--- config.mk ---
export PLATFORM = sky130hd
export DESIGN_NAME = ccop_top
export DESIGN_NICKNAME = d
export VERILOG_FILES = /design/src/ccop_pkg.sv /design/src/ccop_sync2.sv /design/src/ccop_top.sv
export SDC_FILE = /design/constraint.sdc
export NUM_CORES = 1
export LEC_CHECK = 0
export BUFFER_PORTS_ARGS = -buffer_cell sky130_fd_sc_hd__buf_4
export CORE_ASPECT_RATIO = 1.4
export CORE_MARGIN = 3
export CORE_UTILIZATION = 59
export CTS_BUF_LIST = sky130_fd_sc_hd__clkbuf_8
export CTS_CLUSTER_DIAMETER = 200
export DETAILED_ROUTE_END_ITERATION = 10
export PLACE_DENSITY = 0.83
export SLEW_MARGIN = 0
export SYNTH_ARGS = -nofsm -noshare
export SYNTH_HDL_FRONTEND = slang
export SYNTH_SLANG_ARGS = --single-unit
export TNS_END_PERCENT = 50
--- constraint.sdc ---
create_clock -name CLK_IN -period 5.13 [get_ports CLK_IN]
set_input_delay 0.2565 -clock CLK_IN [delete_from_list [all_inputs] [get_ports CLK_IN]]
set_output_delay 0.2565 -clock CLK_IN [all_outputs]
set_load 0.01 [all_outputs]
--- src/ccop_pkg.sv ---
// capacitor charge optimizer: register map, reset values, states, config
// assumes 4-bit capacitor setting codes shared with the power stage
package ccop_pkg;

  // register byte addresses
  localparam logic [7:0] PROF_SEL_ADDR = 8'h07;
  localparam logic [7:0] PROF_CTRL_ADDR = 8'h08;
  localparam logic [7:0] CAP_LIMIT_ADDR = 8'h12;
  localparam logic [7:0] MARGIN_ADDR = 8'h13;

  // field positions
  localparam int START_BIT = 0;
  localparam int PROF_CLR_BIT = 3;
  localparam int CEIL_SEL_BIT = 4;

  // values after reset
  localparam logic [5:0] PROF_RESET = 6'h01;
  localparam logic [1:0] MARGIN_RESET = 2'h3;
  localparam logic [3:0] VFIX_RESET = 4'h8;
  localparam logic CEIL_SEL_RESET = 1'b1;

  // capacitor setting codes and steps
  localparam logic [3:0] CEIL_HI = 4'hf;
  localparam logic [3:0] CEIL_LO = 4'he;
  localparam logic [3:0] LEVEL_MIN = 4'h0;
  localparam logic [4:0] STEP_ONE = 5'h01;
  localparam logic [4:0] STEP_TWO = 5'h02;

  // profile storage
  localparam int NUM_PROF = 64;
  localparam logic [5:0] LAST_PROF = 6'h3f;
  localparam logic [5:0] FIRST_PROF = 6'h00;
  localparam logic [5:0] FIXED_PROF = 6'h00;

  typedef enum logic [2:0] {
    ST_INIT = 3'b000,
    ST_IDLE = 3'b001,
    ST_CHARGE = 3'b010,
    ST_ACTIVE = 3'b011,
    ST_UPDATE = 3'b100
  } ccop_state_t;

  typedef struct packed {
    logic [5:0] prof;
    logic [3:0] vfix;
    logic ceil_sel;
    logic [1:0] margin;
  } ccop_cfg_t;

endpackage

--- src/ccop_sync2.sv ---
// two-stage synchroniser for one level from outside the clock domain
// assumes the enable freezes both stages together
`timescale 1ns/1ns
`default_nettype none
module ccop_sync2 (
  input wire logic clk_in,
  input wire logic reset_n_in,
  input wire logic ce_in,
  input wire logic d_in,
  output logic q_out
);
  logic meta_r;

  always_ff @(posedge clk_in)
  begin
    if (!reset_n_in)
    begin
      meta_r <= 1'b0;
      q_out <= 1'b0;
    end
    else if (ce_in)
    begin
      meta_r <= d_in;
      q_out <= meta_r;
    end
  end
endmodule // ccop_sync2
`default_nettype wire

--- src/ccop_top.sv ---
// capacitor charge optimizer: per-profile learned charge target and cycle
// assumes power stage reports charge/active done and quantised cap voltage
//
// Overview of operation
// each profile keeps a learned charge target following its load demand
// learned targets live in a private store used for nothing else
// profile zero uses fixed target; other profiles adapt automatically
// starting optimisation loads the profile target with the ceiling
// start by register write or start pin charges to the target
// when charging finishes an active cycle supplies the load
// at active end capacitor voltage is compared to margin threshold
// above threshold lowers the learned target by exactly one step
// below threshold raises the learned target by one or more steps
// initialisation sweep runs after every power-on reset
// writing one to profile reset restarts that profile's learning
// profile one is selected after reset
// profile zero disables optimiser, charges to fixed level
// up to sixty-four profiles, each with its own store entry
// after reset profile one and most conservative margin are enabled
// voltage equal to threshold counts as below, raise by one
`timescale 1ns/1ns
`default_nettype none
module ccop_top (
  input wire logic CLK_IN,
  input wire logic RESET_N_IN,
  input wire logic CE_IN,
  input wire logic REG_WR_IN,
  input wire logic [7:0] REG_ADDR_IN,
  input wire logic [7:0] REG_WDATA_IN,
  output logic [7:0] REG_RDATA_OUT,
  input wire logic START_PIN_IN,
  input wire logic CHARGE_DONE_IN,
  input wire logic ACTIVE_DONE_IN,
  input wire logic [3:0] STORAGE_CAPACITOR_VOLTAGE_IN,
  output logic CHARGE_EN_OUT,
  output logic ACTIVE_EN_OUT,
  output logic [3:0] CHARGE_TARGET_OUT
);
  ccop_pkg::ccop_cfg_t cfg_r;
  ccop_pkg::ccop_state_t state_r;
  logic [3:0] level_mem [ccop_pkg::NUM_PROF];
  logic [5:0] idx_r;
  logic [5:0] act_prof_r;
  logic [3:0] storage_capacitor_voltage_r;
  logic pin_sync;
  logic pin_last_r;
  logic wr_ctrl;
  logic start_req;
  logic rst_hit;
  logic [3:0] ceiling;
  logic [3:0] cur_level;
  logic [3:0] level_nxt;
  logic [4:0] raised;

  ccop_sync2 u_start_sync (
    .clk_in(CLK_IN),
    .reset_n_in(RESET_N_IN),
    .ce_in(CE_IN),
    .d_in(START_PIN_IN),
    .q_out(pin_sync)
  );

  ////////////////////////////////////////////////////////////////////////////
  // register writes and start requests

  assign wr_ctrl = REG_WR_IN && (REG_ADDR_IN == ccop_pkg::PROF_CTRL_ADDR);
  assign start_req = (wr_ctrl && REG_WDATA_IN[ccop_pkg::START_BIT])
    || (pin_sync && !pin_last_r);
  assign rst_hit = wr_ctrl && REG_WDATA_IN[ccop_pkg::PROF_CLR_BIT];
  assign ceiling = cfg_r.ceil_sel ? ccop_pkg::CEIL_HI : ccop_pkg::CEIL_LO;
  assign cur_level = level_mem[act_prof_r];

  always_ff @(posedge CLK_IN)
  begin
    if (!RESET_N_IN)
    begin
      cfg_r.prof <= ccop_pkg::PROF_RESET;
      cfg_r.vfix <= ccop_pkg::VFIX_RESET;
      cfg_r.ceil_sel <= ccop_pkg::CEIL_SEL_RESET;
      cfg_r.margin <= ccop_pkg::MARGIN_RESET;
    end
    else if (CE_IN && REG_WR_IN)
    begin
      case (REG_ADDR_IN)
        ccop_pkg::PROF_SEL_ADDR: cfg_r.prof <= REG_WDATA_IN[5:0];
        ccop_pkg::CAP_LIMIT_ADDR:
        begin
          cfg_r.vfix <= REG_WDATA_IN[3:0];
          cfg_r.ceil_sel <= REG_WDATA_IN[ccop_pkg::CEIL_SEL_BIT];
        end
        ccop_pkg::MARGIN_ADDR: cfg_r.margin <= REG_WDATA_IN[1:0];
        default: cfg_r <= cfg_r;
      endcase
    end
  end

  always_ff @(posedge CLK_IN)
  begin
    if (!RESET_N_IN)
      pin_last_r <= 1'b0;
    else if (CE_IN)
      pin_last_r <= pin_sync;
  end

  always_ff @(posedge CLK_IN)
  begin
    if (!RESET_N_IN)
      REG_RDATA_OUT <= 8'h00;
    else if (CE_IN)
    begin
      case (REG_ADDR_IN)
        ccop_pkg::PROF_SEL_ADDR: REG_RDATA_OUT <= {2'h0, cfg_r.prof};
        ccop_pkg::PROF_CTRL_ADDR:
          REG_RDATA_OUT <= {level_mem[cfg_r.prof], 1'b0, state_r};
        ccop_pkg::CAP_LIMIT_ADDR:
          REG_RDATA_OUT <= {3'h0, cfg_r.ceil_sel, cfg_r.vfix};
        ccop_pkg::MARGIN_ADDR: REG_RDATA_OUT <= {6'h00, cfg_r.margin};
        default: REG_RDATA_OUT <= 8'h00;
      endcase
    end
  end

  ////////////////////////////////////////////////////////////////////////////
  // cycle sequencer

  always_ff @(posedge CLK_IN)
  begin
    if (!RESET_N_IN)
    begin
      state_r <= ccop_pkg::ST_INIT;
      idx_r <= ccop_pkg::FIRST_PROF;
      act_prof_r <= ccop_pkg::FIXED_PROF;
      storage_capacitor_voltage_r <= ccop_pkg::LEVEL_MIN;
      CHARGE_EN_OUT <= 1'b0;
      ACTIVE_EN_OUT <= 1'b0;
      CHARGE_TARGET_OUT <= ccop_pkg::LEVEL_MIN;
    end
    else if (CE_IN)
    begin
      case (state_r)
        ccop_pkg::ST_INIT:
        begin
          idx_r <= idx_r + 6'h01;
          if (idx_r == ccop_pkg::LAST_PROF)
            state_r <= ccop_pkg::ST_IDLE;
        end
        ccop_pkg::ST_IDLE:
          if (start_req)
          begin
            act_prof_r <= cfg_r.prof;
            CHARGE_EN_OUT <= 1'b1;
            if (cfg_r.prof == ccop_pkg::FIXED_PROF)
              CHARGE_TARGET_OUT <= cfg_r.vfix;
            else
              CHARGE_TARGET_OUT <= level_mem[cfg_r.prof];
            state_r <= ccop_pkg::ST_CHARGE;
          end
        ccop_pkg::ST_CHARGE:
          if (CHARGE_DONE_IN)
          begin
            CHARGE_EN_OUT <= 1'b0;
            ACTIVE_EN_OUT <= 1'b1;
            state_r <= ccop_pkg::ST_ACTIVE;
          end
        ccop_pkg::ST_ACTIVE:
          if (ACTIVE_DONE_IN)
          begin
            ACTIVE_EN_OUT <= 1'b0;
            storage_capacitor_voltage_r <= STORAGE_CAPACITOR_VOLTAGE_IN;
            state_r <= ccop_pkg::ST_UPDATE;
          end
        ccop_pkg::ST_UPDATE: state_r <= ccop_pkg::ST_IDLE;
        default: state_r <= ccop_pkg::ST_IDLE;
      endcase
    end
  end

  ////////////////////////////////////////////////////////////////////////////
  // learned level store and adaptation

  always_comb
  begin
    raised = 5'h00;
    if (storage_capacitor_voltage_r > {2'h0, cfg_r.margin})
    begin
      if (cur_level == ccop_pkg::LEVEL_MIN)
        level_nxt = ccop_pkg::LEVEL_MIN;
      else
        level_nxt = cur_level - 4'h1;
    end
    else
    begin
      // one step near the threshold, two when well below it
      if (storage_capacitor_voltage_r + 4'h1 >= {2'h0, cfg_r.margin})
        raised = {1'b0, cur_level} + ccop_pkg::STEP_ONE;
      else
        raised = {1'b0, cur_level} + ccop_pkg::STEP_TWO;
      level_nxt = (raised > {1'b0, ceiling}) ? ceiling : raised[3:0];
    end
  end

  always_ff @(posedge CLK_IN)
  begin
    if (CE_IN)
    begin
      if (state_r == ccop_pkg::ST_INIT)
        level_mem[idx_r] <= ceiling;
      else if (rst_hit)
        level_mem[cfg_r.prof] <= ceiling;
      else if (state_r == ccop_pkg::ST_UPDATE
               && act_prof_r != ccop_pkg::FIXED_PROF)
        level_mem[act_prof_r] <= level_nxt;
    end
  end
endmodule // ccop_top
`default_nettype wire

* Word-level counts from Yosys, hierarchy flattened
Memories as Yosys holds them, arrays and structs flattened. A register that Yosys moved wholly into a read port is not among the register bits. Index checks and enable logic that the tools add are counted.
Storage, ports and cells: output and inout bits 14, word-level logic and storage cells 103, bits of input ports 27, memories kept 1, register bits after elaboration 49, bits in writable memories 256
Memory list:
- level_mem | words 64, width 4, read ports 2, clocked after memory_dff 2, wr ports 1, line ccop_top.sv:41 | logic [3:0] level_mem [ccop_pkg::NUM_PROF];
Cells by class: eq/ne operators 13, reductions and logical operators 25, order comparisons 3, $add $sub $neg 5, muxes and demuxes 41
Operators by type and width (number):
- $mux 6 | 6
- $pmux 8 s4 | 1
- $mux 4 | 6
- $mux 1 | 19
- $eq 8x5->1 const B | 2
- $mux 3 | 4
- $pmux 3 s4 | 1
- $mux 5 | 2
- $eq 8x3->1 const B | 1
- $eq 8x4->1 const B | 1
- $ne 2x2->1 const B | 4
- $reduce_and 2->1 | 4
- $reduce_and 4->1 | 2
- $reduce_or 4->1 | 2
- $add 6x1->6 const B | 1
- $eq 3x2->1 const B | 2
- $eq 6x6->1 const B | 1
- $logic_and 1x1->1 | 6
- $logic_not 6->1 | 1
- $reduce_and 3->1 | 2
- $reduce_bool 6->1 | 1
- $add 4x1->5 const B | 1
- $add 4x2->5 const B | 1
- $gt 5x4->1 | 1
- other kinds (13) | 15

* Depth between registers and ports, before layout
Gate-level depths: netlist of run 1.
word-level depth 10, depth in mapped cells 17, gate-level depth less buffers 13

* Modules after synthesis
From an unflattened synthesis of run 1, not the netlist that was laid out.
Second synthesis, totals: cell total of the unflattened synthesis 969, area total of the unflattened synthesis 15552.4 µm²
By module, submodules not included:
- ccop_top | instances 1, cells an instance 963, sequential area each 8868.5 µm², area each 15479.8 µm²
- ccop_sync2 | instances 1, cells an instance 6, sequential area each 40.0 µm², area each 72.6 µm²

* Least setup slack after synthesis of run 1
OpenSTA, ideal clock, no wires.
path type register to register, from register with a tool-made name, to memory level_mem[0][3] (data pin), period minus slack after synthesis 4.836 ns, arrival time 4.281 ns, stages on the path, launching flop included 13, path slack 0.294 ns, setup time 0.555 ns, buffers on the path 2, data required time 4.575 ns, cells stage by stage dfxtp_1 -> buf_6 -> buf_4 -> mux4_2 -> mux2i_1 -> a2111oi_1 -> o311ai_2 -> o41ai_2 -> ha_1 -> inv_1 -> a311oi_1 -> nand2_1 -> o2111ai_1
RTL lines (line):
- end: declaration | ccop_top.sv:41

==> parameters.txt, run 1 <==
Parameter                              Value

Run status
  Outcome    finished clean

Routing
  Drt wl/cell    27.35 µm
  First-pass detailed-route iteration total    5
  Count of nets left with antenna violations after detail routing    0
  Overall via count from detail_route    9385
  Detailed Route WL    37580 µm
  Detail-routed via count per cell    6.830
  Violation count after the first detailed-route iteration    1109
  Residual DRC count    0

Place
  HPWL Detailed    25900 µm
  Port buffer count    38
  Final weighted congestion of routability-driven global placement    0.9000

Synthesis
  Yosys Warn Count    0
  Post-synth top area share    0.4976
  Number of enable-type register cells in the synthesized netlist    256
  Main synth FF type    sky130_fd_sc_hd__edfxtp_1
  Synthesized area divided by synthesized cell count    16.13 µm²
  Leading cell types by total area after synthesis    sky130_fd_sc_hd__edfxtp_1, sky130_fd_sc_hd__mux4_2, sky130_fd_sc_hd__dfxtp_1
  Net count after synthesis    997
  Netlist cell types    76
  Proportion of register bits with asynchronous set or reset after synthesis    0
  Post-synthesis sequential area ratio    0.5766
  Post-synth top area cell    sky130_fd_sc_hd__edfxtp_1
  Number of storage elements in the synthesis netlist    317
  Netlist area before placement    15450 µm²
  Gate count after technology mapping    958

Timing
  Total count of hold-check failures in the final report    0
  Transition time at the pin with the least slew margin    1.046 ns
  Max-Slew Margin vs Limit    0.3017
  Number of failing setup endpoints in the final timing report    0
  Max Freq    220.2 MHz
  Setup TNS    0 ns
  Clock skew after layout    0.02681 ns
  Share of the cycle needed by the critical path after routing    0.8852
  Final Max Slew Viols    0
  RSZ-0062 raised after global routing    no
  Post-route minimum period    4.541 ns

Clocking
  Cell chosen for the clock root    sky130_fd_sc_hd__clkbuf_8
  Clock network latency to the later pin of the worst-skew pair    0.59 ns
  Number of hold-repair buffers added at the cts stage    11
  Clock Sinks    317
  Num CTS Buffers    45
  Count of H-tree levels built during CTS    2
  Maximum count of clock buffers along a single path    3
  Clock tree from TritonCTS    yes
  Post CTS Setup Buffer Count    0
  Clock slew at the register clock pins of the worst setup and hold paths    0.07 ns
  Total of cells resized after clock tree synthesis    0

Critical path
  Worst EP required    5.41 ns
  Worst Path Max Fanout    64
  Worst Path Class, Setup    reg2reg
  Type of origin of the critical path    flip-flop
  Arrival @ worst endpoint    4.82 ns
  Endpoint type of the worst setup path    flip-flop

Global routing
  Busiest metal layer after global routing    met2
  Via count of the first global-routing pass    9660
  GRT Util Overall    0.2713
  Final global-route overflow total    0
  Met1 usage    0.3113
  First-pass GRT wire length    56650 µm
  Pin count of the biggest net entering global routing    65
  Met3 GRT Util    0.05425
  Number of antenna violations at the first check in global routing    0
  Met2 track utilization from global routing    0.4852

Floorplanning
  Core box area    25550 µm²
  Floorplan die area    28190 µm²
  Cell row count    69
  Initial core utilization    0.6046
  Vert. Die Dim    197.5 µm
  Number of I/O pins    41
  Horizontal die dimension    142.8 µm

Run
  Max-cap violation count    0

Finish
  Area of combinational cells with multiple inputs    6180 µm²
  Post-route core utilization    0.6699
  Total of fill cells in the finished design    1614
  Synthesis-to-layout area growth    10.80%
  N_diodes    0
  Area occupied by registers    8920 µm²
  NumNets Final    1058
  Share of post-route cells with drive strength above 1    0.2739

Power and ir drop
  Total power per unit cell area    284.1 nW/µm²
  LEAKAGE    6.076 nW
  Worst-case vdd ir drop    169.2 µV

Min path
  Worst hold path class    in2reg
[report_power, final]
group / internal [mW] / switching (mW)
Combinational: 0.0334 / 0.0445
Clock: 1.08 / 0.960
Sequential: 2.74 / 0.00418
[critical path, cell delays in order, from the launching register on]
cell and delay [ns]:
sky130_fd_sc_hd__dfxtp_2 0.56, sky130_fd_sc_hd__buf_12 0.29, sky130_fd_sc_hd__buf_4 0.24, sky130_fd_sc_hd__mux4_2 0.51, sky130_fd_sc_hd__nor2_1 0.10, sky130_fd_sc_hd__a211oi_1 0.06, sky130_fd_sc_hd__nor3_1 0.54, sky130_fd_sc_hd__o2bb2ai_2 0.24
sky130_fd_sc_hd__xnor2_1 0.12, sky130_fd_sc_hd__ha_1 0.34, sky130_fd_sc_hd__nor2_1 0.05, sky130_fd_sc_hd__nand3_1 0.07, sky130_fd_sc_hd__o41a_1 0.18, sky130_fd_sc_hd__nor3_1 0.06, sky130_fd_sc_hd__o311ai_0 0.43, sky130_fd_sc_hd__nand3_2 0.17
sky130_fd_sc_hd__buf_12 0.23
[cell type report]
type	instances	area share
Multi-Input combinational cell	569	0.3610
Inverter	13	0.002850
Timing Repair Buffer	73	0.03801
Sequential cell	317	0.5210
Clock inverter	31	0.01199
Tap cell	319	0.02332
Clock buffer	52	0.04181
[cell usage in the layout (no fill, tap or decap), drive strengths merged, types with 5 or more instances in the layout]
| master | instances |
|---|---|
| edfxtp | 256 |
| mux4 | 148 |
| nor2 | 85 |
| buf | 62 |
| dfxtp | 61 |
| mux2i | 58 |
| nand2 | 53 |
| clkbuf | 52 |
| nor2b | 40 |
| inv | 27 |
| nand3 | 17 |
| and2 | 15 |
| o21ai | 14 |
| clkinv | 13 |
| ha | 12 |
| dlygate4sd3 | 11 |
| nand2b | 8 |
| nor4 | 8 |
| a21oi | 8 |
| o22ai | 8 |
| o21a | 6 |
| a22oi | 6 |
| xnor2 | 6 |
| o211a | 5 |
[metal layers]
metal,vias to the layer above,share of wire
met1,4686,0.32
li1,3988,-
met4,0,0.053
met5,-,0
met3,123,0.089
met2,588,0.53
[stage by stage]
step | cell area (µm²) | total power, mW | hold slack [ns] | worst slack (ns) | std cells
2_1_floorplan | 15450 | 2.840 | 0.3816 | 0.2941 | 958
3_3_place_gp | 16090 | 2.872 | 0.4675 | 0.7922 | 1280
3_5_place_dp | 16090 | 2.873 | 0.4734 | 0.7332 | 1280
4_1_cts | 17120 | 4.874 | 0.03381 | 0.6955 | 1374
5_1_grt | 17120 | 4.994 | 0.06883 | 0.4185 | 1374
6_report | 17120 | 4.864 | 0.05083 | 0.5892 | 1374
[worst paths after layout]
path	cells after the start	start	end	slack, ns
worst max-delay path	16	flip-flop	level_mem[19][0]	0.59
worst min-delay path	2	RESET_N_IN	cfg_r[6]	0.05
worst max register to register	16	flip-flop	level_mem[19][0]	0.59
worst min register to register	2	REG_RDATA_OUT[7]	REG_RDATA_OUT[7]	0.49
[flip-flops by register name (all words and copies together) (netlist names), named ones only]
name and count:
CHARGE_EN_OUT 1, pin_last_r 1, storage_capacitor_voltage_r 4, idx_r 6, cfg_r 13, u_start_sync.meta_r 1
ACTIVE_EN_OUT 1, state_r 3, CHARGE_TARGET_OUT 4, u_start_sync.q_out 1, level_mem 256, act_prof_r 6
REG_RDATA_OUT 8
[kinds of logic (layout without fill, tap and decap cells)]
kind of cell / count (synthesis) / in the layout / synth area share
flip-flops: 317 / 317 / 0.5766
AND/OR/NAND/NOR: 251 / 251 / 0.07985
multiplexers: 210 / 210 / 0.2587
AO/OA/AOI/OAI: 86 / 86 / 0.04357
buffers and inverters: 72 / 169 / 0.02535
adder cells (fa/ha/maj): 12 / 12 / 0.009718
XOR/XNOR: 10 / 10 / 0.006155
[cells in the mapped netlist (14+ instances only)]
cell type	number
sky130_fd_sc_hd__edfxtp_1	256
sky130_fd_sc_hd__dfxtp_1	61
sky130_fd_sc_hd__nor2_1	85
sky130_fd_sc_hd__and2_1	14
sky130_fd_sc_hd__nor2b_1	39
sky130_fd_sc_hd__mux4_2	141
sky130_fd_sc_hd__mux2i_1	57
sky130_fd_sc_hd__nand2_1	53
sky130_fd_sc_hd__clkbuf_1	25
sky130_fd_sc_hd__nand3_1	17
Note: power is estimated with default switching activity, not from simulation.
==> inputs of run 2 (changes only) <==
--- a/config.mk
+++ b/config.mk
@@ -6,7 +6,7 @@
 export NUM_CORES = 1
 export LEC_CHECK = 0
 export BUFFER_PORTS_ARGS = -buffer_cell sky130_fd_sc_hd__buf_4
-export CORE_ASPECT_RATIO = 1.4
+export CORE_ASPECT_RATIO = 0.8
 export CORE_MARGIN = 3
 export CORE_UTILIZATION = 59
 export CTS_BUF_LIST = sky130_fd_sc_hd__clkbuf_8
==> run 2 against run 1 <==
Routed wire length decreased by 0.27%. Maximum frequency fell by 3.4%. Register-to-register slack got worse by 0.16 ns. Combinational power decreased by 2%. Global-route usage is 0.23 points lower. Hold slack gained 0.028 ns. Final cell count increased by 1.7%. Sequential power is essentially flat. Critical path type unchanged.
==> parameters.txt, run 2 (same netlist as run 1, synthesis figures left out) <==
Parameter                              Value

Finish
  Number of cells in the finished layout apart from fillers    1398 (was 1374)
  Total of fill cells in the finished design    1722 (was 1614)
  Post-route cell area    17010 µm² (was 17120 µm²)
  Commonest non-fill, non-tap cell in the layout    sky130_fd_sc_hd__edfxtp_1 (unchanged)
  Synthesis-to-layout area growth    10.11% (was 10.80%)
  Share of post-route cells with drive strength above 1    0.2674 (was 0.2739)
  Largest registers    level_mem: 256 flops, cfg_r: 13 flops, REG_RDATA_OUT: 8 flops (unchanged)
  Post-route core utilization    0.6670 (was 0.6699)
  Largest register by flop count    level_mem (unchanged)
  Most frequent cells in the layout    sky130_fd_sc_hd__edfxtp_1, sky130_fd_sc_hd__mux4_2, sky130_fd_sc_hd__nor2_1 (unchanged)
  N_diodes    0 (unchanged)
  NumNets Final    1053 (was 1058)
  Number of flip-flops in the largest register    256 (unchanged)

Global routing
  Via count of the first global-routing pass    9454 (was 9660)
  Final global-route overflow total    0 (unchanged)
  Pin count of the biggest net entering global routing    65 (unchanged)
  Number of antenna violations at the first check in global routing    0 (unchanged)
  GRT Util Overall    0.2690 (was 0.2713)
  First-pass GRT wire length    57120 µm (was 56650 µm)

Floorplanning
  Number of I/O pins    41 (unchanged)
  Horizontal die dimension    186.9 µm (was 142.8 µm)
  Floorplan die area    28180 µm² (was 28190 µm²)
  Core box area    25500 µm² (was 25550 µm²)
  Initial core utilization    0.6058 (was 0.6046)
  Vert. Die Dim    150.7 µm (was 197.5 µm)
  Cell row count    52 (was 69)

Routing
  Detail-routed via count per cell    6.826 (was 6.830)
  Residual DRC count    0 (unchanged)
  Drt wl/cell    26.81 µm (was 27.35 µm)
  Violation count after the first detailed-route iteration    1547 (was 1109)
  Count of nets left with antenna violations after detail routing    0 (unchanged)
  Detailed Route WL    37480 µm (was 37580 µm)
  Overall via count from detail_route    9543 (was 9385)
  First-pass detailed-route iteration total    8 (was 5)

Timing
  Total count of hold-check failures in the final report    0 (unchanged)
  RSZ-0062 raised after global routing    no (unchanged)
  Final Max Slew Viols    0 (unchanged)
  Transition time at the pin with the least slew margin    1.185 ns (was 1.046 ns)
  Max Freq    212.7 MHz (was 220.2 MHz)
  Setup TNS    0 ns (unchanged)
  Post-route minimum period    4.702 ns (was 4.541 ns)
  Number of failing setup endpoints in the final timing report    0 (unchanged)
  Share of the cycle needed by the critical path after routing    0.9166 (was 0.8852)
  Clock skew after layout    0.02816 ns (was 0.02681 ns)
  Max-Slew Margin vs Limit    0.2026 (was 0.3017)
  Final critical-path setup slack    0.4280 ns (was 0.5892 ns)
  Hold Slack    0.07850 ns (was 0.05083 ns)

Critical path
  Endpoint type of the worst setup path    flip-flop (unchanged)
  Worst Path Max Fanout    64 (unchanged)
  CP Buf/Inv Count    2 (was 3)
  Critical path, cell by cell    mux4_1 -> a31oi_1 -> and3_1 -> o41ai_2 -> ha_1 -> inv_1 -> a311oi_1 -> xnor2_2 -> nor3_1 -> or4_1 -> nand3_2 -> buf_12 (was buf_12 -> buf_4 -> mux4_2 -> nor2_1 -> a211oi_1 -> nor3_1 -> o2bb2ai_2 -> xnor2_1 -> ha_1 -> nor2_1 -> nand3_1 -> o41a_1 -> nor3_1 -> o311ai_0 -> nand3_2 -> buf_12)
  Worst Path Class, Setup    reg2reg (unchanged)
  Worst EP required    5.48 ns (was 5.41 ns)
  Critical Path Max Stage Delay    0.87 ns (was 0.56 ns)
  CP top delay family    compound AO/OA/AOI/OAI gates (was simple AND/OR/NAND/NOR gates)
  Type of origin of the critical path    flip-flop (unchanged)
  Cell with the largest stage delay on the worst path    sky130_fd_sc_hd__dfxtp_4 (was sky130_fd_sc_hd__dfxtp_2)
  Arrival @ worst endpoint    5.05 ns (was 4.82 ns)

Clocking
  Clock slew at the register clock pins of the worst setup and hold paths    0.06 ns (was 0.07 ns)
  Total of cells resized after clock tree synthesis    0 (unchanged)
  Num CTS Buffers    47 (was 45)
  Clock tree from TritonCTS    yes (unchanged)
  Cell chosen for the clock root    sky130_fd_sc_hd__clkbuf_8 (unchanged)
  Post CTS Setup Buffer Count    0 (unchanged)
  Count of H-tree levels built during CTS    2 (unchanged)
  Clock network latency to the later pin of the worst-skew pair    0.57 ns (was 0.59 ns)
  Maximum count of clock buffers along a single path    3 (unchanged)
  Clock Sinks    317 (unchanged)

Place
  Placed cells    1306 (was 1280)
  HPWL Detailed    25330 µm (was 25900 µm)
  Cell Area, Placed    16060 µm² (was 16090 µm²)
  Final weighted congestion of routability-driven global placement    0.8852 (was 0.9000)
  Port buffer count    38 (unchanged)
  Post-Place Setup Slack    0.5549 ns (was 0.7332 ns)

Power and ir drop
  Total power per unit cell area    276.9 nW/µm² (was 284.1 nW/µm²)
  LEAKAGE    6.015 nW (was 6.076 nW)
  Worst-case vdd ir drop    272.2 µV (was 169.2 µV)
  Design Power    4.711 mW (was 4.864 mW)

Min path
  Worst hold path class    in2reg (unchanged)
  Critical hold path startpoint    REG_WDATA_IN[5] (was RESET_N_IN)

Run status
  Outcome    finished clean (unchanged)

Run
  Max-cap violation count    0 (unchanged)
run 2: where the power goes:
part,leakage [nW],switching (mW),internal [mW]
logic,2.24,0.0434,0.0329
registers,3.27,0.00467,2.74
clock network,0.504,0.935,0.950
run 2: final timing paths:
path | endpoint | cells past startpoint | slack [ns]
max | level_mem[24][0] | 12 | 0.43
min | flip-flop | 3 | 0.08
max reg2reg | level_mem[24][0] | 12 | 0.43
min reg2reg | REG_RDATA_OUT[7] | 2 | 0.48
run 2: worst min-delay path, delay by kind of cell:
kind | cells | cell delay (ns)
muxes | 1 | 0.11
and+or+nand+nor | 1 | 0.09
buffers and inverters | 1 | 0.11
run 2: final cells by class:
class | count | area [µm²] | area share
multi-input cells | 569 | 6180 | 0.3633
flip-flops and latches | 317 | 8922 | 0.5245
clock buffers | 50 | 688.2 | 0.04045
clock inverters | 32 | 162.7 | 0.009562
inverters | 13 | 48.80 | 0.002868
repair buffers | 66 | 570.5 | 0.03354
well taps | 351 | 439.2 | 0.02582
run 2: per-layer routing:
metal	vias to the layer above	GRT usage	wire length, µm
li1	3973	-	-
met1	4765	0.3903	14590
met2	721	0.4094	17010
met3	84	0.08031	4995
met4	0	0.06347	877
met5	-	0	0
run 2: repair_timing:
action                     in CTS  in global routing
hold buffers                   10                  0
hold endpoints to repair       10                  0
setup endpoints to repair       0                  0
==> inputs of run 3 (changes only) <==
--- a/config.mk
+++ b/config.mk
@@ -8,11 +8,11 @@
 export BUFFER_PORTS_ARGS = -buffer_cell sky130_fd_sc_hd__buf_4
 export CORE_ASPECT_RATIO = 0.8
 export CORE_MARGIN = 3
-export CORE_UTILIZATION = 59
+export CORE_UTILIZATION = 50
 export CTS_BUF_LIST = sky130_fd_sc_hd__clkbuf_8
 export CTS_CLUSTER_DIAMETER = 200
 export DETAILED_ROUTE_END_ITERATION = 10
-export PLACE_DENSITY = 0.83
+export PLACE_DENSITY = 0.73
 export SLEW_MARGIN = 0
 export SYNTH_ARGS = -nofsm -noshare
 export SYNTH_HDL_FRONTEND = slang
==> run 3 against run 2 <==
Final area is 1.1% higher. Non-clock buffer count rose by 2. Power is 4.1% higher. Critical path depth did not move.
==> parameters.txt, run 3 (same netlist as run 1, synthesis figures left out) <==
Parameter                              Value

Clocking
  Post CTS Setup Buffer Count    0 (unchanged)
  Clock slew at the register clock pins of the worst setup and hold paths    0.07 ns (was 0.06 ns)
  Cell chosen for the clock root    sky130_fd_sc_hd__clkbuf_8 (unchanged)
  Clock Sinks    317 (unchanged)
  Total of cells resized after clock tree synthesis    0 (unchanged)
  Clock tree from TritonCTS    yes (unchanged)
  Clock network latency to the later pin of the worst-skew pair    0.61 ns (was 0.57 ns)
  Maximum count of clock buffers along a single path    3 (unchanged)
  Count of H-tree levels built during CTS    2 (unchanged)
  Num CTS Buffers    49 (was 47)

Timing
  Setup TNS    0 ns (unchanged)
  Clock skew after layout    0.03987 ns (was 0.02816 ns)
  Post-route minimum period    4.708 ns (was 4.702 ns)
  Hold Slack    0.05818 ns (was 0.07850 ns)
  Max-Slew Margin vs Limit    0.2396 (was 0.2026)
  Max Freq    212.4 MHz (was 212.7 MHz)
  Transition time at the pin with the least slew margin    1.139 ns (was 1.185 ns)
  Number of failing setup endpoints in the final timing report    0 (unchanged)
  Final Max Slew Viols    0 (unchanged)
  RSZ-0062 raised after global routing    no (unchanged)
  Share of the cycle needed by the critical path after routing    0.9177 (was 0.9166)
  Total count of hold-check failures in the final report    0 (unchanged)

Finish
  NumNets Final    1057 (was 1053)
  Number of flip-flops in the largest register    256 (unchanged)
  Post-route cell area    17190 µm² (was 17010 µm²)
  Largest register by flop count    level_mem (unchanged)
  Commonest non-fill, non-tap cell in the layout    sky130_fd_sc_hd__edfxtp_1 (unchanged)
  Synthesis-to-layout area growth    11.28% (was 10.11%)
  Most frequent cells in the layout    sky130_fd_sc_hd__edfxtp_1, sky130_fd_sc_hd__mux4_2, sky130_fd_sc_hd__nor2_1 (unchanged)
  N_diodes    0 (unchanged)
  Largest registers    level_mem: 256 flops, cfg_r: 13 flops, REG_RDATA_OUT: 8 flops (unchanged)
  Share of post-route cells with drive strength above 1    0.2720 (was 0.2674)

Critical path
  Worst Path Class, Setup    reg2reg (unchanged)
  Type of origin of the critical path    flip-flop (unchanged)
  Worst Path Max Fanout    64 (unchanged)
  Worst EP required    5.52 ns (was 5.48 ns)
  Arrival @ worst endpoint    5.09 ns (was 5.05 ns)
  Endpoint type of the worst setup path    flip-flop (unchanged)

Global routing
  Final global-route overflow total    0 (unchanged)
  First-pass GRT wire length    57670 µm (was 57120 µm)
  Via count of the first global-routing pass    9255 (was 9454)
  Number of antenna violations at the first check in global routing    0 (unchanged)
  GRT Util Overall    0.2351 (was 0.2690)
  Pin count of the biggest net entering global routing    65 (unchanged)

Routing
  Count of nets left with antenna violations after detail routing    0 (unchanged)
  Overall via count from detail_route    9426 (was 9543)
  Detailed Route WL    38580 µm (was 37480 µm)
  Detail-routed via count per cell    6.452 (was 6.826)
  Violation count after the first detailed-route iteration    1306 (was 1547)
  Drt wl/cell    26.41 µm (was 26.81 µm)
  Residual DRC count    0 (unchanged)
  First-pass detailed-route iteration total    7 (was 8)

Floorplanning
  Core box area    29850 µm² (was 25500 µm²)
  Cell row count    56 (was 52)
  Horizontal die dimension    202.5 µm (was 186.9 µm)
  Initial core utilization    0.5176 (was 0.6058)
  Number of I/O pins    41 (unchanged)
  Vert. Die Dim    163.2 µm (was 150.7 µm)
  Floorplan die area    33060 µm² (was 28180 µm²)

Power and ir drop
  Worst-case vdd ir drop    243.6 µV (was 272.2 µV)
  LEAKAGE    6.047 nW (was 6.015 nW)
  Design Power    4.902 mW (was 4.711 mW)
  Total power per unit cell area    285.1 nW/µm² (was 276.9 nW/µm²)

Run status
  Outcome    finished clean (unchanged)

Run
  Max-cap violation count    0 (unchanged)

Min path
  Worst hold path class    in2reg (unchanged)

Place
  Port buffer count    38 (unchanged)
  Final weighted congestion of routability-driven global placement    0.9167 (was 0.8852)
  Cell Area, Placed    16140 µm² (was 16060 µm²)
  HPWL Detailed    25940 µm (was 25330 µm)
[run 3: cell type report]
cell class,instances,area [µm²]
flip-flops and latches,317,8922
well taps,406,508.0
multi-input cells,569,6180
clock buffers,54,743.2
repair buffers,68,588.1
fillers,2313,12660
inverters,13,48.80
clock inverters,34,202.7
[run 3: worst paths after layout]
path                    startpoint               end  slack (ns)  cells past startpoint
setup / recovery         flip-flop  level_mem[25][0]        0.42                     12
hold / removal          RESET_N_IN          cfg_r[2]        0.06                      2
setup reg to reg         flip-flop  level_mem[25][0]        0.42                     12
hold reg to reg   REG_RDATA_OUT[7]  REG_RDATA_OUT[7]        0.49                      2
[run 3: metal layers]
metal | wire [µm] | global-route usage | up-vias
met2 | 16920 | 0.3348 | 586
met3 | 5273 | 0.09544 | 75
met5 | 59 | 0.01339 | -
li1 | - | - | 3989
met1 | 15390 | 0.3355 | 4774
met4 | 931 | 0.06799 | 2
[run 3: worst max-delay path, cell delays in order (launching register included)]
cell                       delay, ns
sky130_fd_sc_hd__dfxtp_4        0.90
sky130_fd_sc_hd__mux4_2         0.35
sky130_fd_sc_hd__nor2b_1        0.14
sky130_fd_sc_hd__a211oi_1       0.11
sky130_fd_sc_hd__o41ai_2        0.91
sky130_fd_sc_hd__ha_1           0.28
sky130_fd_sc_hd__inv_1          0.04
sky130_fd_sc_hd__a311oi_1       0.55
sky130_fd_sc_hd__xnor2_2        0.18
sky130_fd_sc_hd__nor3_1         0.08
sky130_fd_sc_hd__or4_1          0.49
sky130_fd_sc_hd__nand3_2        0.11
sky130_fd_sc_hd__buf_12         0.25
[run 3: what timing repair did]
action | CTS | global route
endpoints found under the hold margin | 23 | 0
endpoints found under the setup margin | 0 | 0
hold buffers | 11 | 0
[run 3: where the power goes]
| part | internal [mW] | leakage [nW] | switching (mW) |
|---|---|---|---|
| logic | 0.0334 | 2.25 | 0.0447 |
| clock network | 1.07 | 0.530 | 1.00 |
| registers | 2.74 | 3.27 | 0.00433 |
[run 3: through the flow]
| stage | worst slack (ns) | utilization | std cells |
|---|---|---|---|
| 5_1_grt | 0.2745 | 0.5760 | 1461 |
| 6_report | 0.4223 | 0.5760 | 1461 |
| 3_5_place_dp | 0.5295 | 0.5406 | 1362 |
| 4_1_cts | 0.5265 | 0.5760 | 1461 |
| 2_1_floorplan | 0.2941 | - | 958 |
| 3_3_place_gp | 0.6424 | 0.5406 | 1362 |
